==> src/core/mmf_defines.svh <==
`ifndef MMF_DEFINES_SVH
`define MMF_DEFINES_SVH

// ----------------------------------------------------------------
// Register byte addresses
// ----------------------------------------------------------------
`define MMF_ADDR_CMD     8'h00
`define MMF_ADDR_RESP    8'h04
`define MMF_ADDR_IRQSTS  8'h08
`define MMF_ADDR_IRQMSK  8'h0C
`define MMF_ADDR_EVTPUSH 8'h10
`define MMF_ADDR_EVTBUF0 8'h20
`define MMF_ADDR_EVTBUF3 8'h2C

// ----------------------------------------------------------------
// Field positions and widths
// ----------------------------------------------------------------
`define MMF_CODE_LSB     0
`define MMF_ARG_LSB      8
`define MMF_ARG2_LSB     16
`define MMF_BYTE_W       8

// Global enables bits
`define MMF_EN_RXQ       0
`define MMF_EN_EVTFULL   1
`define MMF_EN_EVTBUF    2
`define MMF_EN_SEL       3
`define MMF_EN_VEND0     5
`define MMF_EN_VEND1     6
`define MMF_EN_VEND2     7
`define MMF_EN_WMASK     8'h8F

// Message flag bits
`define MMF_FL_RXQ       0
`define MMF_FL_EVTFULL   1
`define MMF_FL_VEND0     5
`define MMF_FL_VEND1     6
`define MMF_FL_VEND2     7

// Interrupt status bits
`define MMF_IRQ_DONE     0
`define MMF_IRQ_EVTFULL  1
`define MMF_IRQ_DIAG     2
`define MMF_IRQ_W        3

// ----------------------------------------------------------------
// Completion codes and constants
// ----------------------------------------------------------------
`define MMF_CC_OK        8'h00
`define MMF_CC_NODATA    8'h80
`define MMF_CC_INVCMD    8'hC1
`define MMF_CC_BADFIELD  8'hCC
`define MMF_EVT_BYTES    16
`define MMF_EVT_PTR_W    4
`define MMF_EVT_LAST     4'hF
`define MMF_CH_W         4
`define MMF_CH_SUPPORTED 16'h0003
`define MMF_RESET_EN     8'h00
`define MMF_RESP_OKAY    2'b00
`define MMF_RESP_SLVERR  2'b10

`endif

==> src/core/mmf_pkg.sv <==
package mmf_pkg;

  typedef enum logic [7:0] {
    MMF_SET_GLOBAL_EN = 8'h2E,
    MMF_GET_GLOBAL_EN = 8'h2F,
    MMF_CLR_FLAGS     = 8'h30,
    MMF_GET_FLAGS     = 8'h31,
    MMF_EN_CH_RX      = 8'h32,
    MMF_GET_MSG       = 8'h33,
    MMF_SEND_MSG      = 8'h34,
    MMF_READ_EVT      = 8'h35,
    MMF_BT_CAPS       = 8'h36
  } mmf_cmd_t;

  typedef enum logic [1:0] {
    MMF_BUS_IDLE = 2'b00,
    MMF_BUS_TAKE = 2'b01,
    MMF_BUS_RESP = 2'b10
  } mmf_bus_t;

  typedef logic [7:0] mmf_byte_t;

endpackage

==> src/core/mmf_msg_flags.sv <==
// Implementation choices: the placing of the registers and register access over AXI4-Lite.
`timescale 1ns/1ps
`default_nettype none
`include "mmf_defines.svh"

module mmf_msg_flags (
  input  wire logic              clk,
  input  wire logic              reset,
  // AXI4-Lite slave
  input  wire logic [7:0]        s_axi_awaddr,
  input  wire logic              s_axi_awvalid,
  output logic                   s_axi_awready,
  input  wire logic [31:0]       s_axi_wdata,
  input  wire logic [3:0]        s_axi_wstrb,
  input  wire logic              s_axi_wvalid,
  output logic                   s_axi_wready,
  output logic [1:0]             s_axi_bresp,
  output logic                   s_axi_bvalid,
  input  wire logic              s_axi_bready,
  input  wire logic [7:0]        s_axi_araddr,
  input  wire logic              s_axi_arvalid,
  output logic                   s_axi_arready,
  output logic [31:0]            s_axi_rdata,
  output logic [1:0]             s_axi_rresp,
  output logic                   s_axi_rvalid,
  input  wire logic              s_axi_rready,
  // Device side
  input  wire logic              diagButton,
  input  wire logic              rxValid,
  input  wire logic [3:0]        rxChannel,
  input  wire mmf_pkg::mmf_byte_t rxByte,
  output logic                   txValid,
  output logic [3:0]             txChannel,
  output mmf_pkg::mmf_byte_t     txByte,
  output logic                   hostSwIrq,
  output logic                   fwModeSmi,
  output logic                   irq
);
  import mmf_pkg::*;

  // ----------------------------------------------------------------
  // State
  // ----------------------------------------------------------------
  mmf_bus_t                    wrState;
  mmf_bus_t                    rdState;
  logic [7:0]                  wrAddr;
  logic [31:0]                 wrData;
  logic [3:0]                  wrStrb;
  logic [7:0]                  globalEn;
  logic                        diagFlag;
  logic                        diagPrev;
  logic                        rxqFull;
  logic [3:0]                  rxqChannel;
  mmf_byte_t                   rxqByte;
  mmf_byte_t                   evtMem [0:`MMF_EVT_BYTES-1];
  logic [`MMF_EVT_PTR_W-1:0]   evtPtr;
  logic                        evtFull;
  mmf_byte_t                   outMem [0:`MMF_EVT_BYTES-1];
  mmf_byte_t                   respCode;
  mmf_byte_t                   respData;
  mmf_byte_t                   respData2;
  logic [`MMF_IRQ_W-1:0]       irqStatus;
  logic [`MMF_IRQ_W-1:0]       irqMask;

  // ----------------------------------------------------------------
  // Bus decode
  // ----------------------------------------------------------------
  wire        wrFire    = (wrState == MMF_BUS_TAKE);
  wire        rdFire    = (rdState == MMF_BUS_TAKE);
  wire        hitCmd    = (wrAddr == `MMF_ADDR_CMD);
  wire        hitWMask  = (wrAddr == `MMF_ADDR_IRQMSK);
  wire        hitPush   = (wrAddr == `MMF_ADDR_EVTPUSH);
  wire        wrMapped  = hitCmd || hitWMask || hitPush;
  wire        lowLane   = wrStrb[0];
  wire        cmdGo     = wrFire && hitCmd && lowLane;
  wire        pushGo    = wrFire && hitPush && lowLane;
  wire        maskGo    = wrFire && hitWMask && lowLane;

  wire        rdResp    = (s_axi_araddr == `MMF_ADDR_RESP);
  wire        rdSts     = (s_axi_araddr == `MMF_ADDR_IRQSTS);
  wire        rdMsk     = (s_axi_araddr == `MMF_ADDR_IRQMSK);
  wire        rdEvt     = (s_axi_araddr >= `MMF_ADDR_EVTBUF0) &&
                          (s_axi_araddr <= `MMF_ADDR_EVTBUF3) &&
                          (s_axi_araddr[1:0] == 2'b00);
  wire        rdMapped  = rdResp || rdSts || rdMsk || rdEvt;
  wire [1:0]  evtWord   = s_axi_araddr[3:2];
  wire        stsClear  = rdFire && rdSts;

  // ----------------------------------------------------------------
  // Command decode
  // ----------------------------------------------------------------
  wire [7:0]  cmdCode   = wrData[`MMF_ARG_LSB-1:`MMF_CODE_LSB];
  wire [7:0]  cmdArg    = wrData[`MMF_ARG2_LSB-1:`MMF_ARG_LSB];
  wire [7:0]  cmdArg2   = wrData[`MMF_ARG2_LSB+`MMF_BYTE_W-1:`MMF_ARG2_LSB];
  wire [3:0]  sendCh    = cmdArg[`MMF_CH_W-1:0];
  wire [15:0] chMask    = `MMF_CH_SUPPORTED;
  wire        sendOk    = chMask[sendCh];
  wire        isSetEn   = cmdGo && (cmdCode == MMF_SET_GLOBAL_EN);
  wire        isGetEn   = cmdGo && (cmdCode == MMF_GET_GLOBAL_EN);
  wire        isClrFl   = cmdGo && (cmdCode == MMF_CLR_FLAGS);
  wire        isGetFl   = cmdGo && (cmdCode == MMF_GET_FLAGS);
  wire        isGetMsg  = cmdGo && (cmdCode == MMF_GET_MSG);
  wire        isSendMsg = cmdGo && (cmdCode == MMF_SEND_MSG);
  wire        isReadEvt = cmdGo && (cmdCode == MMF_READ_EVT);

  // Unsupported vendor bits are masked out on write, so reads show zero
  wire [7:0]  nextEn    = cmdArg & `MMF_EN_WMASK;

  // Only the real flags are visible; vendor zero and two always read zero
  wire [7:0]  flagsView = (8'(rxqFull)  << `MMF_FL_RXQ) |
                          (8'(evtFull)  << `MMF_FL_EVTFULL) |
                          (8'(diagFlag) << `MMF_FL_VEND1);

  // Clear requests for vendor zero and two have no term here
  wire        clrRxq    = isClrFl && cmdArg[`MMF_FL_RXQ];
  wire        clrEvt    = isClrFl && cmdArg[`MMF_FL_EVTFULL];
  wire        clrDiag   = isClrFl && cmdArg[`MMF_FL_VEND1];

  wire        getMsgOk  = isGetMsg && rxqFull;
  wire        readEvtOk = isReadEvt && evtFull;
  wire        diagPress = diagButton && !diagPrev;
  wire        evtWrite  = pushGo && !evtFull;
  wire        evtFills  = evtWrite && (evtPtr == `MMF_EVT_LAST);

  // Response code selection, anything else is an invalid command
  wire [7:0]  nextCode  =
    (isSetEn || isGetEn || isClrFl || isGetFl) ? `MMF_CC_OK :
    isGetMsg  ? (rxqFull ? `MMF_CC_OK : `MMF_CC_NODATA) :
    isSendMsg ? (sendOk ? `MMF_CC_OK : `MMF_CC_BADFIELD) :
    isReadEvt ? (evtFull ? `MMF_CC_OK : `MMF_CC_NODATA) :
    `MMF_CC_INVCMD;
  wire [7:0]  nextData  =
    isGetEn  ? globalEn :
    isGetFl  ? flagsView :
    getMsgOk ? rxqByte :
    8'h00;
  wire [7:0]  nextData2 = getMsgOk ? 8'(rxqChannel) : 8'h00;

  wire [`MMF_IRQ_W-1:0] irqEvents =
    ({{(`MMF_IRQ_W-1){1'b0}}, cmdGo} << `MMF_IRQ_DONE) |
    ({{(`MMF_IRQ_W-1){1'b0}}, evtFills} << `MMF_IRQ_EVTFULL) |
    ({{(`MMF_IRQ_W-1){1'b0}}, diagPress} << `MMF_IRQ_DIAG);
  // Set wins over the read-clear so no event is lost
  wire [`MMF_IRQ_W-1:0] next_irqStatus =
    (stsClear ? {`MMF_IRQ_W{1'b0}} : irqStatus) | irqEvents;

  wire [31:0] evtWordData = {outMem[{evtWord, 2'b11}], outMem[{evtWord, 2'b10}],
                             outMem[{evtWord, 2'b01}], outMem[{evtWord, 2'b00}]};
  wire [31:0] next_rdata =
    rdResp ? {8'h00, respData2, respData, respCode} :
    rdSts  ? {{(32-`MMF_IRQ_W){1'b0}}, irqStatus} :
    rdMsk  ? {{(32-`MMF_IRQ_W){1'b0}}, irqMask} :
    rdEvt  ? evtWordData :
    32'h0000_0000;

  // ----------------------------------------------------------------
  // AXI4-Lite write channel
  // ----------------------------------------------------------------
  // Address and data are each held until both have arrived
  always_ff @(posedge clk or posedge reset)
  begin
    if (reset)
    begin
      wrState       <= MMF_BUS_IDLE;
      s_axi_awready <= 1'b0;
      s_axi_wready  <= 1'b0;
      s_axi_bvalid  <= 1'b0;
      s_axi_bresp   <= `MMF_RESP_OKAY;
      wrAddr        <= 8'h00;
      wrData        <= 32'h0000_0000;
      wrStrb        <= 4'h0;
    end
    else
    begin
      case (wrState)
        MMF_BUS_IDLE:
        begin
          if (s_axi_awvalid && s_axi_wvalid && !s_axi_awready)
          begin
            s_axi_awready <= 1'b1;
            s_axi_wready  <= 1'b1;
          end
          else if (s_axi_awready)
          begin
            s_axi_awready <= 1'b0;
            s_axi_wready  <= 1'b0;
            wrAddr        <= s_axi_awaddr;
            wrData        <= s_axi_wdata;
            wrStrb        <= s_axi_wstrb;
            wrState       <= MMF_BUS_TAKE;
          end
        end
        MMF_BUS_TAKE:
        begin
          s_axi_bvalid <= 1'b1;
          s_axi_bresp  <= wrMapped ? `MMF_RESP_OKAY : `MMF_RESP_SLVERR;
          wrState      <= MMF_BUS_RESP;
        end
        MMF_BUS_RESP:
        begin
          if (s_axi_bready)
          begin
            s_axi_bvalid <= 1'b0;
            wrState      <= MMF_BUS_IDLE;
          end
        end
        default:
          wrState <= MMF_BUS_IDLE;
      endcase
    end
  end

  // ----------------------------------------------------------------
  // AXI4-Lite read channel
  // ----------------------------------------------------------------
  always_ff @(posedge clk or posedge reset)
  begin
    if (reset)
    begin
      rdState       <= MMF_BUS_IDLE;
      s_axi_arready <= 1'b0;
      s_axi_rvalid  <= 1'b0;
      s_axi_rdata   <= 32'h0000_0000;
      s_axi_rresp   <= `MMF_RESP_OKAY;
    end
    else
    begin
      case (rdState)
        MMF_BUS_IDLE:
        begin
          if (s_axi_arvalid)
          begin
            s_axi_arready <= 1'b1;
            rdState       <= MMF_BUS_TAKE;
          end
        end
        MMF_BUS_TAKE:
        begin
          s_axi_arready <= 1'b0;
          s_axi_rvalid  <= 1'b1;
          s_axi_rdata   <= next_rdata;
          s_axi_rresp   <= rdMapped ? `MMF_RESP_OKAY : `MMF_RESP_SLVERR;
          rdState       <= MMF_BUS_RESP;
        end
        MMF_BUS_RESP:
        begin
          if (s_axi_rready)
          begin
            s_axi_rvalid <= 1'b0;
            rdState      <= MMF_BUS_IDLE;
          end
        end
        default:
          rdState <= MMF_BUS_IDLE;
      endcase
    end
  end

  // ----------------------------------------------------------------
  // Command results and enables
  // ----------------------------------------------------------------
  always_ff @(posedge clk or posedge reset)
  begin
    if (reset)
    begin
      globalEn  <= `MMF_RESET_EN;
      respCode  <= `MMF_CC_OK;
      respData  <= 8'h00;
      respData2 <= 8'h00;
    end
    else if (cmdGo)
    begin
      respCode  <= nextCode;
      respData  <= nextData;
      respData2 <= nextData2;
      if (isSetEn)
        globalEn <= nextEn;
    end
  end

  // ----------------------------------------------------------------
  // Message flags, receive slot and transmit
  // ----------------------------------------------------------------
  // No receive-enable state exists: only the supported channels 0 and 1 land in the slot
  always_ff @(posedge clk or posedge reset)
  begin
    if (reset)
    begin
      diagPrev   <= 1'b0;
      diagFlag   <= 1'b0;
      rxqFull    <= 1'b0;
      rxqChannel <= 4'h0;
      rxqByte    <= 8'h00;
      txValid    <= 1'b0;
      txChannel  <= 4'h0;
      txByte     <= 8'h00;
    end
    else
    begin
      diagPrev <= diagButton;
      if (diagPress)
        diagFlag <= 1'b1;
      else if (clrDiag)
        diagFlag <= 1'b0;
      if (rxValid && !rxqFull && chMask[rxChannel])
      begin
        rxqFull    <= 1'b1;
        rxqChannel <= rxChannel;
        rxqByte    <= rxByte;
      end
      else if (getMsgOk || clrRxq)
        rxqFull <= 1'b0;
      txValid <= isSendMsg && sendOk;
      if (isSendMsg && sendOk)
      begin
        txChannel <= sendCh;
        txByte    <= cmdArg2;
      end
    end
  end

  // ----------------------------------------------------------------
  // Shared event buffer
  // ----------------------------------------------------------------
  // Firmware pushes bytes; a full buffer refuses pushes until drained
  always_ff @(posedge clk or posedge reset)
  begin
    if (reset)
    begin
      evtPtr  <= `MMF_EVT_PTR_W'(0);
      evtFull <= 1'b0;
    end
    else if (evtWrite)
    begin
      evtPtr  <= evtPtr + `MMF_EVT_PTR_W'(1);
      evtFull <= evtFills;
    end
    else if (readEvtOk || clrEvt)
    begin
      evtFull <= 1'b0;
      evtPtr  <= `MMF_EVT_PTR_W'(0);
    end
  end

  wire [7:0] cmdArgPush = wrData[`MMF_BYTE_W-1:0];

  // Snapshot keeps returned data stable while the next event fills
  always_ff @(posedge clk)
  begin
    if (evtWrite)
      evtMem[evtPtr] <= cmdArgPush;
  end

  genvar gi;
  generate
    for (gi = 0; gi < `MMF_EVT_BYTES; gi++)
    begin : gSnap
      always_ff @(posedge clk or posedge reset)
      begin
        if (reset)
          outMem[gi] <= 8'h00;
        else if (readEvtOk)
          outMem[gi] <= evtMem[gi];
      end
    end
  endgenerate

  // ----------------------------------------------------------------
  // Interrupts
  // ----------------------------------------------------------------
  always_ff @(posedge clk or posedge reset)
  begin
    if (reset)
    begin
      irqStatus <= {`MMF_IRQ_W{1'b0}};
      irqMask   <= {`MMF_IRQ_W{1'b0}};
      irq       <= 1'b0;
      hostSwIrq <= 1'b0;
      fwModeSmi <= 1'b0;
    end
    else
    begin
      irqStatus <= next_irqStatus;
      if (maskGo)
        irqMask <= wrData[`MMF_IRQ_W-1:0];
      irq       <= |(next_irqStatus & irqMask);
      hostSwIrq <= evtFull && globalEn[`MMF_EN_EVTFULL];
      fwModeSmi <= evtFull && globalEn[`MMF_EN_VEND2];
    end
  end

endmodule
`default_nettype wire

==> config.mk <==
export PLATFORM = sky130hd
export DESIGN_NAME = mmf_msg_flags
export DESIGN_NICKNAME = d
export VERILOG_FILES = /design/src/core/mmf_pkg.sv /design/src/core/mmf_msg_flags.sv
export VERILOG_INCLUDE_DIRS = /design/src /design/src/core
export SDC_FILE = /design/constraint.sdc
export NUM_CORES = 1
export LEC_CHECK = 0
export ABC_AREA = 0
export BUFFER_PORTS_ARGS = -buffer_cell sky130_fd_sc_hd__buf_4
export CAP_MARGIN = 20
export CORE_MARGIN = 2
export CORE_UTILIZATION = 30
export DETAILED_ROUTE_END_ITERATION = 8
export GPL_TIMING_DRIVEN = 0
export PLACE_DENSITY = 0.47
export SETUP_SLACK_MARGIN = 0.2
export SKIP_CTS_REPAIR_TIMING = 1
export SLEW_MARGIN = 20
export SYNTH_ARGS = -nofsm -noshare
export SYNTH_HDL_FRONTEND = slang
export SYNTH_SLANG_ARGS = --single-unit
==> constraint.sdc <==
create_clock -name clk -period 14.1 [get_ports clk]
set_input_delay 1.41 -clock clk [delete_from_list [all_inputs] [get_ports clk]]
set_output_delay 1.41 -clock clk [all_outputs]
set_load 0.005 [all_outputs]
# After elaboration in Yosys (flattened, before gate mapping)
# Memory sizes are Yosys's and may differ from the RTL's. A register that Yosys moved wholly into a read port is not among the register bits.
# Index checks and enable logic that the tools add are counted.
[totals]
reg_bits = 149
mem_count = 3
latch_bits = 0
ram_bits = 128
rom_bits = 32
[memory_table]
columns = ["memory", "depth", "word_bits", "read_ports", "rd_ports_with_merged_regs", "write_ports", "line", "source"]
rows = [
  ["evtMem", 16, 8, 16, 16, 1, "mmf_msg_flags.sv:55", "mmf_byte_t evtMem [0:`MMF_EVT_BYTES-1];"],
  ["(name not given)", 16, 1, 1, 0, 0, "mmf_msg_flags.sv:305", "if (rxValid && !rxqFull && chMask[rxChannel])"],
  ["(name not given)", 16, 1, 1, 0, 0, "mmf_msg_flags.sv:97", "wire sendOk = chMask[sendCh];"],
]
[op_classes]
n_mul = 0
shift = 0
n_mux = 58
reduce_logical = 65
bitwise = 11
order_cmp = 8
add_sub_neg = 1
eq_ne = 22
n_div = 0
[ops]
columns = ["operator", "n"]
rows = [
  ["$mux W8", 18],
  ["$bmux W8 S4", 4],
  ["$mux W32", 4],
  ["$eq A8 B6 Y1 const B", 7],
  ["$logic_and A1 B1 Y1", 31],
  ["$eq A8 B4 Y1 const B", 3],
  ["$ge A5 B5 Y1 const B", 4],
  ["$not A4 Y5", 4],
  ["$mux W1", 16],
  ["$mux W2", 7],
  ["$reduce_bool A2 Y1", 7],
  ["$mux W4", 3],
  ["$pmux W2 S3", 2],
  ["$reduce_and A2 Y1", 6],
  ["$logic_or A1 B1 Y1", 10],
  ["$lt A4 B5 Y1 const B", 2],
  ["$ne A2 B2 Y1 const B", 5],
  ["$eq A8 B3 Y1 const B", 1],
  ["$eq A8 B5 Y1 const B", 1],
  ["$ge A8 B6 Y1 const B", 1],
  ["$le A8 B6 Y1 const B", 1],
  ["$logic_not A8 Y1", 1],
  ["$or A2 B7 Y7", 1],
  ["$logic_not A2 Y1", 3],
  ["14 further kinds", 23],
]

# Depth between registers and ports, before layout
# Gate-level depths: netlist of run 1.
[depth]
ltp_word = 10
ltp_mapped = 7

# Worst setup path before layout of run 1
# Ideal clock, no wire load.
[synth_path]
path_type = "in2reg"
start = "input port s_axi_araddr[6]"
end = "register s_axi_rdata[10]"
n_path_buf = 1
setup_slack_ns = 11.027
arrival_ns = 3.001
setup_time_ns = 0.073
path_stages = 5
cell_sequence = "or4_1 nor3_1 clkbuf_1 a221oi_1 nor2_1"
[synth_via]
elab_chain_len = 7
word_cells_on_any_way = 11
cone_classes = "2 x order compare; 3 x eq/ne; 4 x mux; 2 x reduce/logical"
[synth_rtl]
columns = ["element", "line", "source"]
rows = [
  ["from (decl)", "mmf_msg_flags.sv:20", "input wire logic [7:0] s_axi_araddr,"],
  ["$ge A8 B6 Y1 (no line) / $le A8 B6 Y1 (equally long branches)", "--", ""],
  ["$logic_and A1 B1 Y1 (2 in a row)", "mmf_msg_flags.sv:82", "wire rdEvt = (s_axi_araddr >= `MMF_ADDR_EVTBUF0) &&"],
  ["$mux W32", "mmf_msg_flags.sv:153", "rdEvt ? evtWordData :"],
  ["$mux W32", "mmf_msg_flags.sv:152", "rdMsk ? {{(32-`MMF_IRQ_W){1'b0}}, irqMask} :"],
  ["$mux W32", "mmf_msg_flags.sv:151", "rdSts ? {{(32-`MMF_IRQ_W){1'b0}}, irqStatus} :"],
  ["$mux W32 *", "mmf_msg_flags.sv:150", "rdResp ? {8'h00, respData2, respData, respCode} :"],
  ["to (signal assigned)", "mmf_msg_flags.sv:241", "s_axi_rdata <= next_rdata;"],
  ["to (decl)", "mmf_msg_flags.sv:23", "output logic [31:0] s_axi_rdata,"],
]
# Mark *: on every way between the ends. The rest lies on a longest branch, timed or not.
# A chain may end at the register's enable or synchronous reset.

# Worst setup path after layout of run 1
[layout_path]
start = "input port s_axi_araddr[6]"
end = "register s_axi_rdata[5]"
# Same word-level chain as after synthesis.

==> results.ini, run 1 <==
[logic_synthesis]
synth_top_area_frac = 0.419
synth_seq_cells = 393
synth_edf_count = 128
synthArstFlopShare = 0.674
avgSynthCellArea_um2 = 16.4
seq_area_frac_synth = 0.661
synth_cells = 967
synth-warning-count = 0
synth_area_um2 = 15800
synth_area_leader_cell = dfrtp_1
synth_top_flop_cell = dfrtp_1
synth_cell_types = 58
synth.area.top_cells = dfrtp_1 (42%), edfxtp_1 (24%), mux2_4 (9.5%), mux2_2 (5.3%), mux4_2 (4.5%)

[routing]
routed_wl_mm = 40.2
first_pass_iters = 5
postRouteAntennaNets = 0
drt-wirelength-per-cell_um = 21.6
drc = 0
first_iter_violations = 527
viasPerCell = 4.67
num_vias = 8685

[sta]
fin_skew_ns = 0.0203
drv_slew = 0
setup_violations = 0
hold_violations = 0
fmax_mhz = 281
period_share = 0.252
period_needed_ns = 3.56
setup_tns_ns = 0
worst_pin_slew_ns = 1.10
rsz0062_at_grt = no
maxSlewHeadroom = 0.266

[setup_path]
crit_family = simple AND/OR/NAND/NOR gates
cp_common_cell = clkbuf_1
cp.arrival_ns = 4.06
cpPeakStageDelay_ns = 0.72
crit_cells = 7
end_kind = flop
worstRegToRegCells = 7
rrSetupSlack_ns = 10.73
start_kind = input pin
critPathKind = input pin to flop
cp_max_fo = 10
crit_chain = buf_4, or4_1, nor3b_1, clkbuf_1, clkbuf_1, nand3_1, nand2_1
path_buf_inv = 3
required_ns = 14.60
cp_slowest_cell = clkbuf_1

[grt]
antenna_found_initial = 2
grtUsageMet3 = 0.0321
grt_first_pass_wirelength_mm = 60.5
grt_use_total = 0.151
gr-total-overflow = 0
busiest_layer = met2
met2_usage = 0.237
grt_start_max_net_pins = 98
gr-usage-met1 = 0.206
grt_pass1_vias = 9098

[clocking]
clock_sinks = 393
clkLatencyLatePin_ns = 0.57
cts_made_buffers = 44
ctsHtreeMaxLevel = 2
path_clk_slew_ns = 0.06
cts_tree = done
clock_path_buffers = 3
cts-root-buf = clkbuf_16

[power]
power.density_nw_per_um2 = 157
switching_power_uw = 820
p_int_mw = 2.18
p_comb_frac = 0.123
power_frac_seq = 0.494
power.leakage_nw = 8.14
p_sw_frac = 0.273
vdd_ir_drop_max_uv = 71.5
clkPwrFrac = 0.382

[outcome]
status = completed

[place]
place_congestion = 0.768
hpwl_mm = 26.7
post_dp_cell_area_um2 = 17700
port_buffers = 113

[hold_path]
hold_depth = 1
hold_class = flop to flop

[die]
design.core.area_um2 = 52300
die_y_um = 234
ios = 130
dieArea_um2 = 54700
fp-row-count = 84
die_x_um = 234
initial_utilization = 0.303

[final_layout]
nFillCells = 4981
final_area_um2 = 19200
diodes = 0
layout.nets = 1212
drive_above_1_share = 0.371
area_delta_synth_final_pct = 20.9

[job]
maxCapViolCount = 0

layer usage:
layer	wire length (µm)	vias to the layer above
met3	2150	74
met4	1200	4
li1	-	3916
met2	18700	208
met5	23	-
met1	18100	4483
cell usage after synthesis, types with 14 or more instances:
library cell,instances
and2_1,15
mux4_2,32
nand2_1,49
inv_1,14
nor2_1,46
edfxtp_1,128
mux2_4,100
mux2_2,74
a221oi_1,16
o21ai_0,19
a21oi_1,14
nand3_1,22
dfrtp_1,265
clkbuf_1,29
flip-flops by register name (all words and copies together), names as in the netlist, 2 cells and up:
register / flops
evtMem: 128
outMem: 128
s_axi_rdata: 32
wrData: 22
respData: 8
rxqByte: 8
txByte: 8
wrAddr: 8
globalEn: 5
evtPtr: 4
respCode: 4
respData2: 4
rxqChannel: 4
txChannel: 4
irqMask: 3
irqStatus: 3
rdState: 2
wrState: 2
power by group through the flow:
stage               combinational, mW  clock, mW  sequential, mW
global placement                0.369          0            1.51
CTS                             0.377       1.18            1.49
global route                    0.412       1.22            1.50
floorplan                       0.225          0            1.42
detailed placement              0.376          0            1.51
finish                          0.370       1.15            1.48
logic make-up after synthesis:
logic type	synth area share
flops	0.661
mux	0.204
simple gates	0.0666
compound gates	0.0356
buf+inv	0.0295
fa+ha+maj	0.00316
other cells	0.000237
worst paths after layout:
path	startpoint	end
min reg2reg	evtMem[8][3]	outMem[59]
max	s_axi_araddr[6]	s_axi_rdata[5]
max reg2reg	wrAddr[0]	evtMem[3][4]
max in group asynchronous	reset	outMem[115]
min in group asynchronous	reset	wrData[21]
min	evtMem[8][3]	outMem[59]
per-stage QoR:
stage                      util  std cells  hold slack (ns)  worst slack, ns  total power [mW]
after global routing      0.366       1859            0.478            10.34              3.14
after detailed placement  0.338       1777            0.450             9.92              1.89
after floorplan               -        968            0.439             5.39              1.65
after global placement    0.335       1769            0.442             1.44              1.88
final                     0.366       1859            0.461            10.54              3.00
after CTS                 0.366       1859            0.463            10.51              3.05
cell type report:
cell class | instances | area (µm²) | area share
inverter | 14 | 60.1 | 0.00314
multi-input combinational | 508 | 4930 | 0.257
sequential | 393 | 10500 | 0.547
clock buffer | 62 | 1270 | 0.0663
buffer | 53 | 415 | 0.0217
clock inverter | 20 | 176 | 0.00921
tap | 688 | 861 | 0.0449
timing repair buffer | 121 | 963 | 0.0503
layout by cell type (no fill, tap or decap), types with 32 or more instances in the layout:
master,instances
nand2_1,49
nor2_1,46
mux4_2,32
edfxtp_1,128
buf_4,118
clkbuf_1,38
clkbuf_16,45
mux2_4,100
dfrtp_1,264
mux2_2,74
worst register-to-register path, stage by stage, from the launching register on:
cell      delay (ns)
dfrtp_1         0.37
or4_1           0.52
buf_2           0.18
or4_1           0.50
clkbuf_1        0.20
clkbuf_1        0.30
nor4_2          0.65
buf_2           0.34
No activity file was read; power rests on OpenSTA's default activity.
==> run 2, diff against run 1 <==
- PLACE_DENSITY: 0.47 -> 0.48
- clock period: 14.1 -> 2.96 ns (I/O delays scaled with it)
==> results.ini, run 2 (same netlist as run 1, synthesis figures left out) <==
[outcome]
status = completed

[power]
p_sw_frac = 0.277
vdd_ir_drop_max_uv = 467
p_comb_frac = 0.130
p_int_mw = 10.2
power.leakage_nw = 8.37
power_frac_seq = 0.504
power.density_nw_per_um2 = 710
clkPwrFrac = 0.366
switching_power_mw = 3.90

[routing]
routed_wl_mm = 40.6
drc = 0
first_iter_violations = 350
num_vias = 8908
drt-wirelength-per-cell_um = 21.2
first_pass_iters = 4
viasPerCell = 4.66
postRouteAntennaNets = 0

[die]
die_x_um = 234
design.core.area_um2 = 52300
dieArea_um2 = 54700
die_y_um = 234
initial_utilization = 0.303
fp-row-count = 84
ios = 130

[grt]
grt_use_total = 0.151
gr-total-overflow = 0
grt_pass1_vias = 9285
antenna_found_initial = 2
grt_start_max_net_pins = 34
grt_first_pass_wirelength_mm = 60.9

[clocking]
cts_tree = done
ctsHtreeMaxLevel = 2
clkLatencyLatePin_ns = 0.58
cts-root-buf = clkbuf_16
clock_path_buffers = 3
path_clk_slew_ns = 0.06
clock_sinks = 393
cts_made_buffers = 43

[sta]
drv_slew = 0
period_needed_ns = 2.73
holdWs_ns = 0.0147
period_share = 0.923
maxSlewHeadroom = 0.348
fmax_mhz = 366
rsz0062_at_grt = yes
hold_violations = 0
worst_pin_slew_ns = 0.978
fin_skew_ns = 0.0202
setup_violations = 0

[final_layout]
area_delta_synth_final_pct = 25.3
final_area_um2 = 19900
diodes = 0
drive_above_1_share = 0.379
final_cell_mix = dfrtp_1 (256), edfxtp_1 (128), buf_4 (119), mux2_4 (100), mux2_2 (74)
nFillCells = 5019
layout.nets = 1265
reg_top3 = evtMem (128), outMem (128), s_axi_rdata (32)
fin_util = 0.379
final_common_cell = dfrtp_1

[setup_path]
cp_max_fo = 8
required_ns = 3.18
end_kind = flop
start_kind = flop
cp.arrival_ns = 2.95
critPathKind = flop to flop

[place]
port_buffers = 113
hpwl_mm = 27.0
post_dp_cell_area_um2 = 17800
place_congestion = 0.767

[hold_path]
hold_class = input pin to flop

[job]
maxCapViolCount = 0

[run 2: final cells by class]
class	instances	area, µm²	area share
multi-input cells	508	5050	0.255
flip-flops and latches	393	10500	0.528
inverters	14	56.3	0.00284
clock inverters	12	96.3	0.00485
clock buffers	67	1250	0.0628
well taps	688	861	0.0434
plain buffers	53	438	0.0221
repair buffers	175	1610	0.0812
[run 2: path summary, 6_finish.rpt]
| path | cells past startpoint | from | end | slack (ns) |
|---|---|---|---|---|
| min reg2reg | 1 | evtMem[10][2] | outMem[42] | 0.46 |
| max | 5 | wrAddr[0] | evtMem[13][4] | 0.23 |
| max reg2reg | 5 | wrAddr[0] | evtMem[13][4] | 0.23 |
| min | 3 | s_axi_wvalid | s_axi_wready | 0.01 |
| min in group asynchronous | 3 | reset | s_axi_rdata[24] | 0.37 |
| max in group asynchronous | 7 | reset | wrData[4] | 1.34 |
[run 2: routing by layer]
| metal | vias up | global-route usage | part of all wire |
|---|---|---|---|
| met1 | 4648 | 0.202 | 0.45 |
| met4 | 4 | 0.0362 | 0.019 |
| met5 | - | 0 | 0.00062 |
| met2 | 176 | 0.249 | 0.49 |
| li1 | 4013 | - | - |
| met3 | 67 | 0.0337 | 0.041 |
[run 2: through the flow]
stage / TNS [ns] / instances / setup WS (ns) / total power [mW]
2_1_floorplan: -220.88 / 968 / -0.834 / 7.85
3_3_place_gp: -819.61 / 1769 / -2.90 / 8.92
3_5_place_dp: -54.13 / 1779 / -0.429 / 9.01
4_1_cts: -56.59 / 1858 / -0.448 / 14.3
5_1_grt: 0 / 1910 / 0.103 / 14.8
6_report: 0 / 1910 / 0.227 / 14.1
[run 2: critical path, cell delays in order, from the launching register on]
cell and delay (ns):
dfrtp_1 0.38, or4_4 0.53, buf_6 0.15, nor4_2 0.50, nand3_1 0.38, nor2_4 0.43
[run 2: power groups by stage]
stage / clock network [mW] / logic, mW / registers, mW
after floorplan: 0 / 1.07 / 6.78
after global placement: 0 / 1.74 / 7.19
after detailed placement: 0 / 1.80 / 7.21
after CTS: 5.34 / 1.80 / 7.11
after global routing: 5.54 / 2.04 / 7.19
final: 5.16 / 1.83 / 7.10
==> run 3, diff against run 2 <==
- CORE_UTILIZATION: 30 -> 54
- PLACE_DENSITY: 0.48 -> 0.77
==> results.ini, run 3 (same netlist as run 1, synthesis figures left out) <==
[outcome]
status = completed

[die]
initial_utilization = 0.551
fp-row-count = 62
die_y_um = 175
die_x_um = 175
design.core.area_um2 = 28800
dieArea_um2 = 30700
ios = 130

[place]
hpwl_mm = 23.4
place_congestion = 0.851
port_buffers = 113
post_dp_cell_area_um2 = 17400
dp_slack_ns = -0.516

[power]
power_frac_seq = 0.515
p_int_mw = 10.0
clkPwrFrac = 0.356
p_sw_frac = 0.265
finalPower_mw = 13.7
power.density_nw_per_um2 = 721
switching_power_mw = 3.62
power.leakage_nw = 8.13
p_comb_frac = 0.128
vdd_ir_drop_max_uv = 591

[final_layout]
reg_top3 = evtMem (128), outMem (128), s_axi_rdata (32)
diodes = 0
final_cell_mix = dfrtp_1 (260), edfxtp_1 (128), buf_4 (116), mux2_4 (100), mux2_2 (74)
final_area_um2 = 18900
layout.nets = 1218
area_delta_synth_final_pct = 19.6
fin_util = 0.658
nFillCells = 1911
drive_above_1_share = 0.384
final_common_cell = dfrtp_1

[setup_path]
end_kind = flop
cp_max_fo = 10
crit_chain = or4_4, buf_6, or4_1, buf_6, buf_6, nor4_4, buf_6
cp.arrival_ns = 2.98
critPathKind = flop to flop
required_ns = 3.19
path_buf_inv = 4
crit_family = simple AND/OR/NAND/NOR gates
cp_slowest_cell = or4_4
cp_common_cell = buf_6
start_kind = flop
cpPeakStageDelay_ns = 0.53

[sta]
rsz0062_at_grt = yes
maxSlewHeadroom = 0.324
finalWorstSetupSlack_ns = 0.213
period_needed_ns = 2.75
hold_violations = 0
fmax_mhz = 364
worst_pin_slew_ns = 1.01
setup_violations = 0
setup_tns_ns = 0
drv_slew = 0
fin_skew_ns = 0.0167
period_share = 0.928

[grt]
grt_start_max_net_pins = 35
antenna_found_initial = 0
grt_use_total = 0.239
grt_first_pass_wirelength_mm = 55.7
gr-total-overflow = 0
grt_pass1_vias = 9469

[job]
maxCapViolCount = 0

[clocking]
path_clk_slew_ns = 0.06
cts_tree = done
ctsHtreeMaxLevel = 2
clock_sinks = 393
cts-root-buf = clkbuf_16
cts_made_buffers = 40
clock_path_buffers = 3
clkLatencyLatePin_ns = 0.52

[routing]
drc = 0
num_vias = 9058
first_iter_violations = 716
routed_wl_mm = 35.8
postRouteAntennaNets = 0
drt-wirelength-per-cell_um = 23.1
first_pass_iters = 5
viasPerCell = 5.83

[hold_path]
hold_class = input pin to flop

## run 3: changes by cell type in the layout (fill, tap and decap cells not counted), sizes merged
cell         previous run  this run
dlygate4sd3            45         4
clkbuf                 94        89
clkinv                 10         5
buf                   156       153
bufinv                  1         2
clkinvlp                1         2
## run 3: area by class of cell
class | count | area (µm²) | area share
clock buffer | 62 | 1170 | 0.0616
timing repair buffer | 131 | 1150 | 0.0610
inverter | 14 | 56.3 | 0.00297
tap | 384 | 480 | 0.0254
multi-input combinational | 508 | 5070 | 0.268
sequential | 393 | 10500 | 0.553
buffer | 53 | 435 | 0.0230
clock inverter | 9 | 95.1 | 0.00502
## run 3: routing by layer
metal,GRT usage,up-vias,share of wire
met4,0.0882,0,0.035
li1,-,3913,-
met5,0,-,0
met2,0.386,348,0.49
met1,0.327,4710,0.41
met3,0.0463,87,0.065
## run 3: per-stage QoR
step                      cells  hold slack (ns)
after floorplan             968            0.327
final                      1554          0.00146
after global placement     1465            0.414
after CTS                  1545           -0.274
after global routing       1554         0.000763
after detailed placement   1474            0.280
## run 3: power groups by stage
stage	sequential (mW)	clock (mW)	combinational [mW]
floorplan	6.78	0	1.07
global placement	7.10	0	1.63
detailed placement	7.13	0	1.71
CTS	7.04	4.92	1.72
global route	7.12	5.14	1.94
finish	7.04	4.87	1.75
## run 3: final timing paths
| check | endpoint | depth (start not counted) | slack (ns) | startpoint |
|---|---|---|---|---|
| max | evtMem[0][3] | 7 | 0.21 | wrAddr[0] |
| min in group asynchronous | s_axi_rdata[25] | 3 | 0.29 | reset |
| max reg2reg | evtMem[0][3] | 7 | 0.21 | wrAddr[0] |
| min reg2reg | outMem[58] | 1 | 0.46 | evtMem[8][2] |
| max in group asynchronous | wrStrb[0] | 7 | 1.47 | reset |
| min | wrData[20] | 2 | 0.001 | s_axi_wdata[20] |
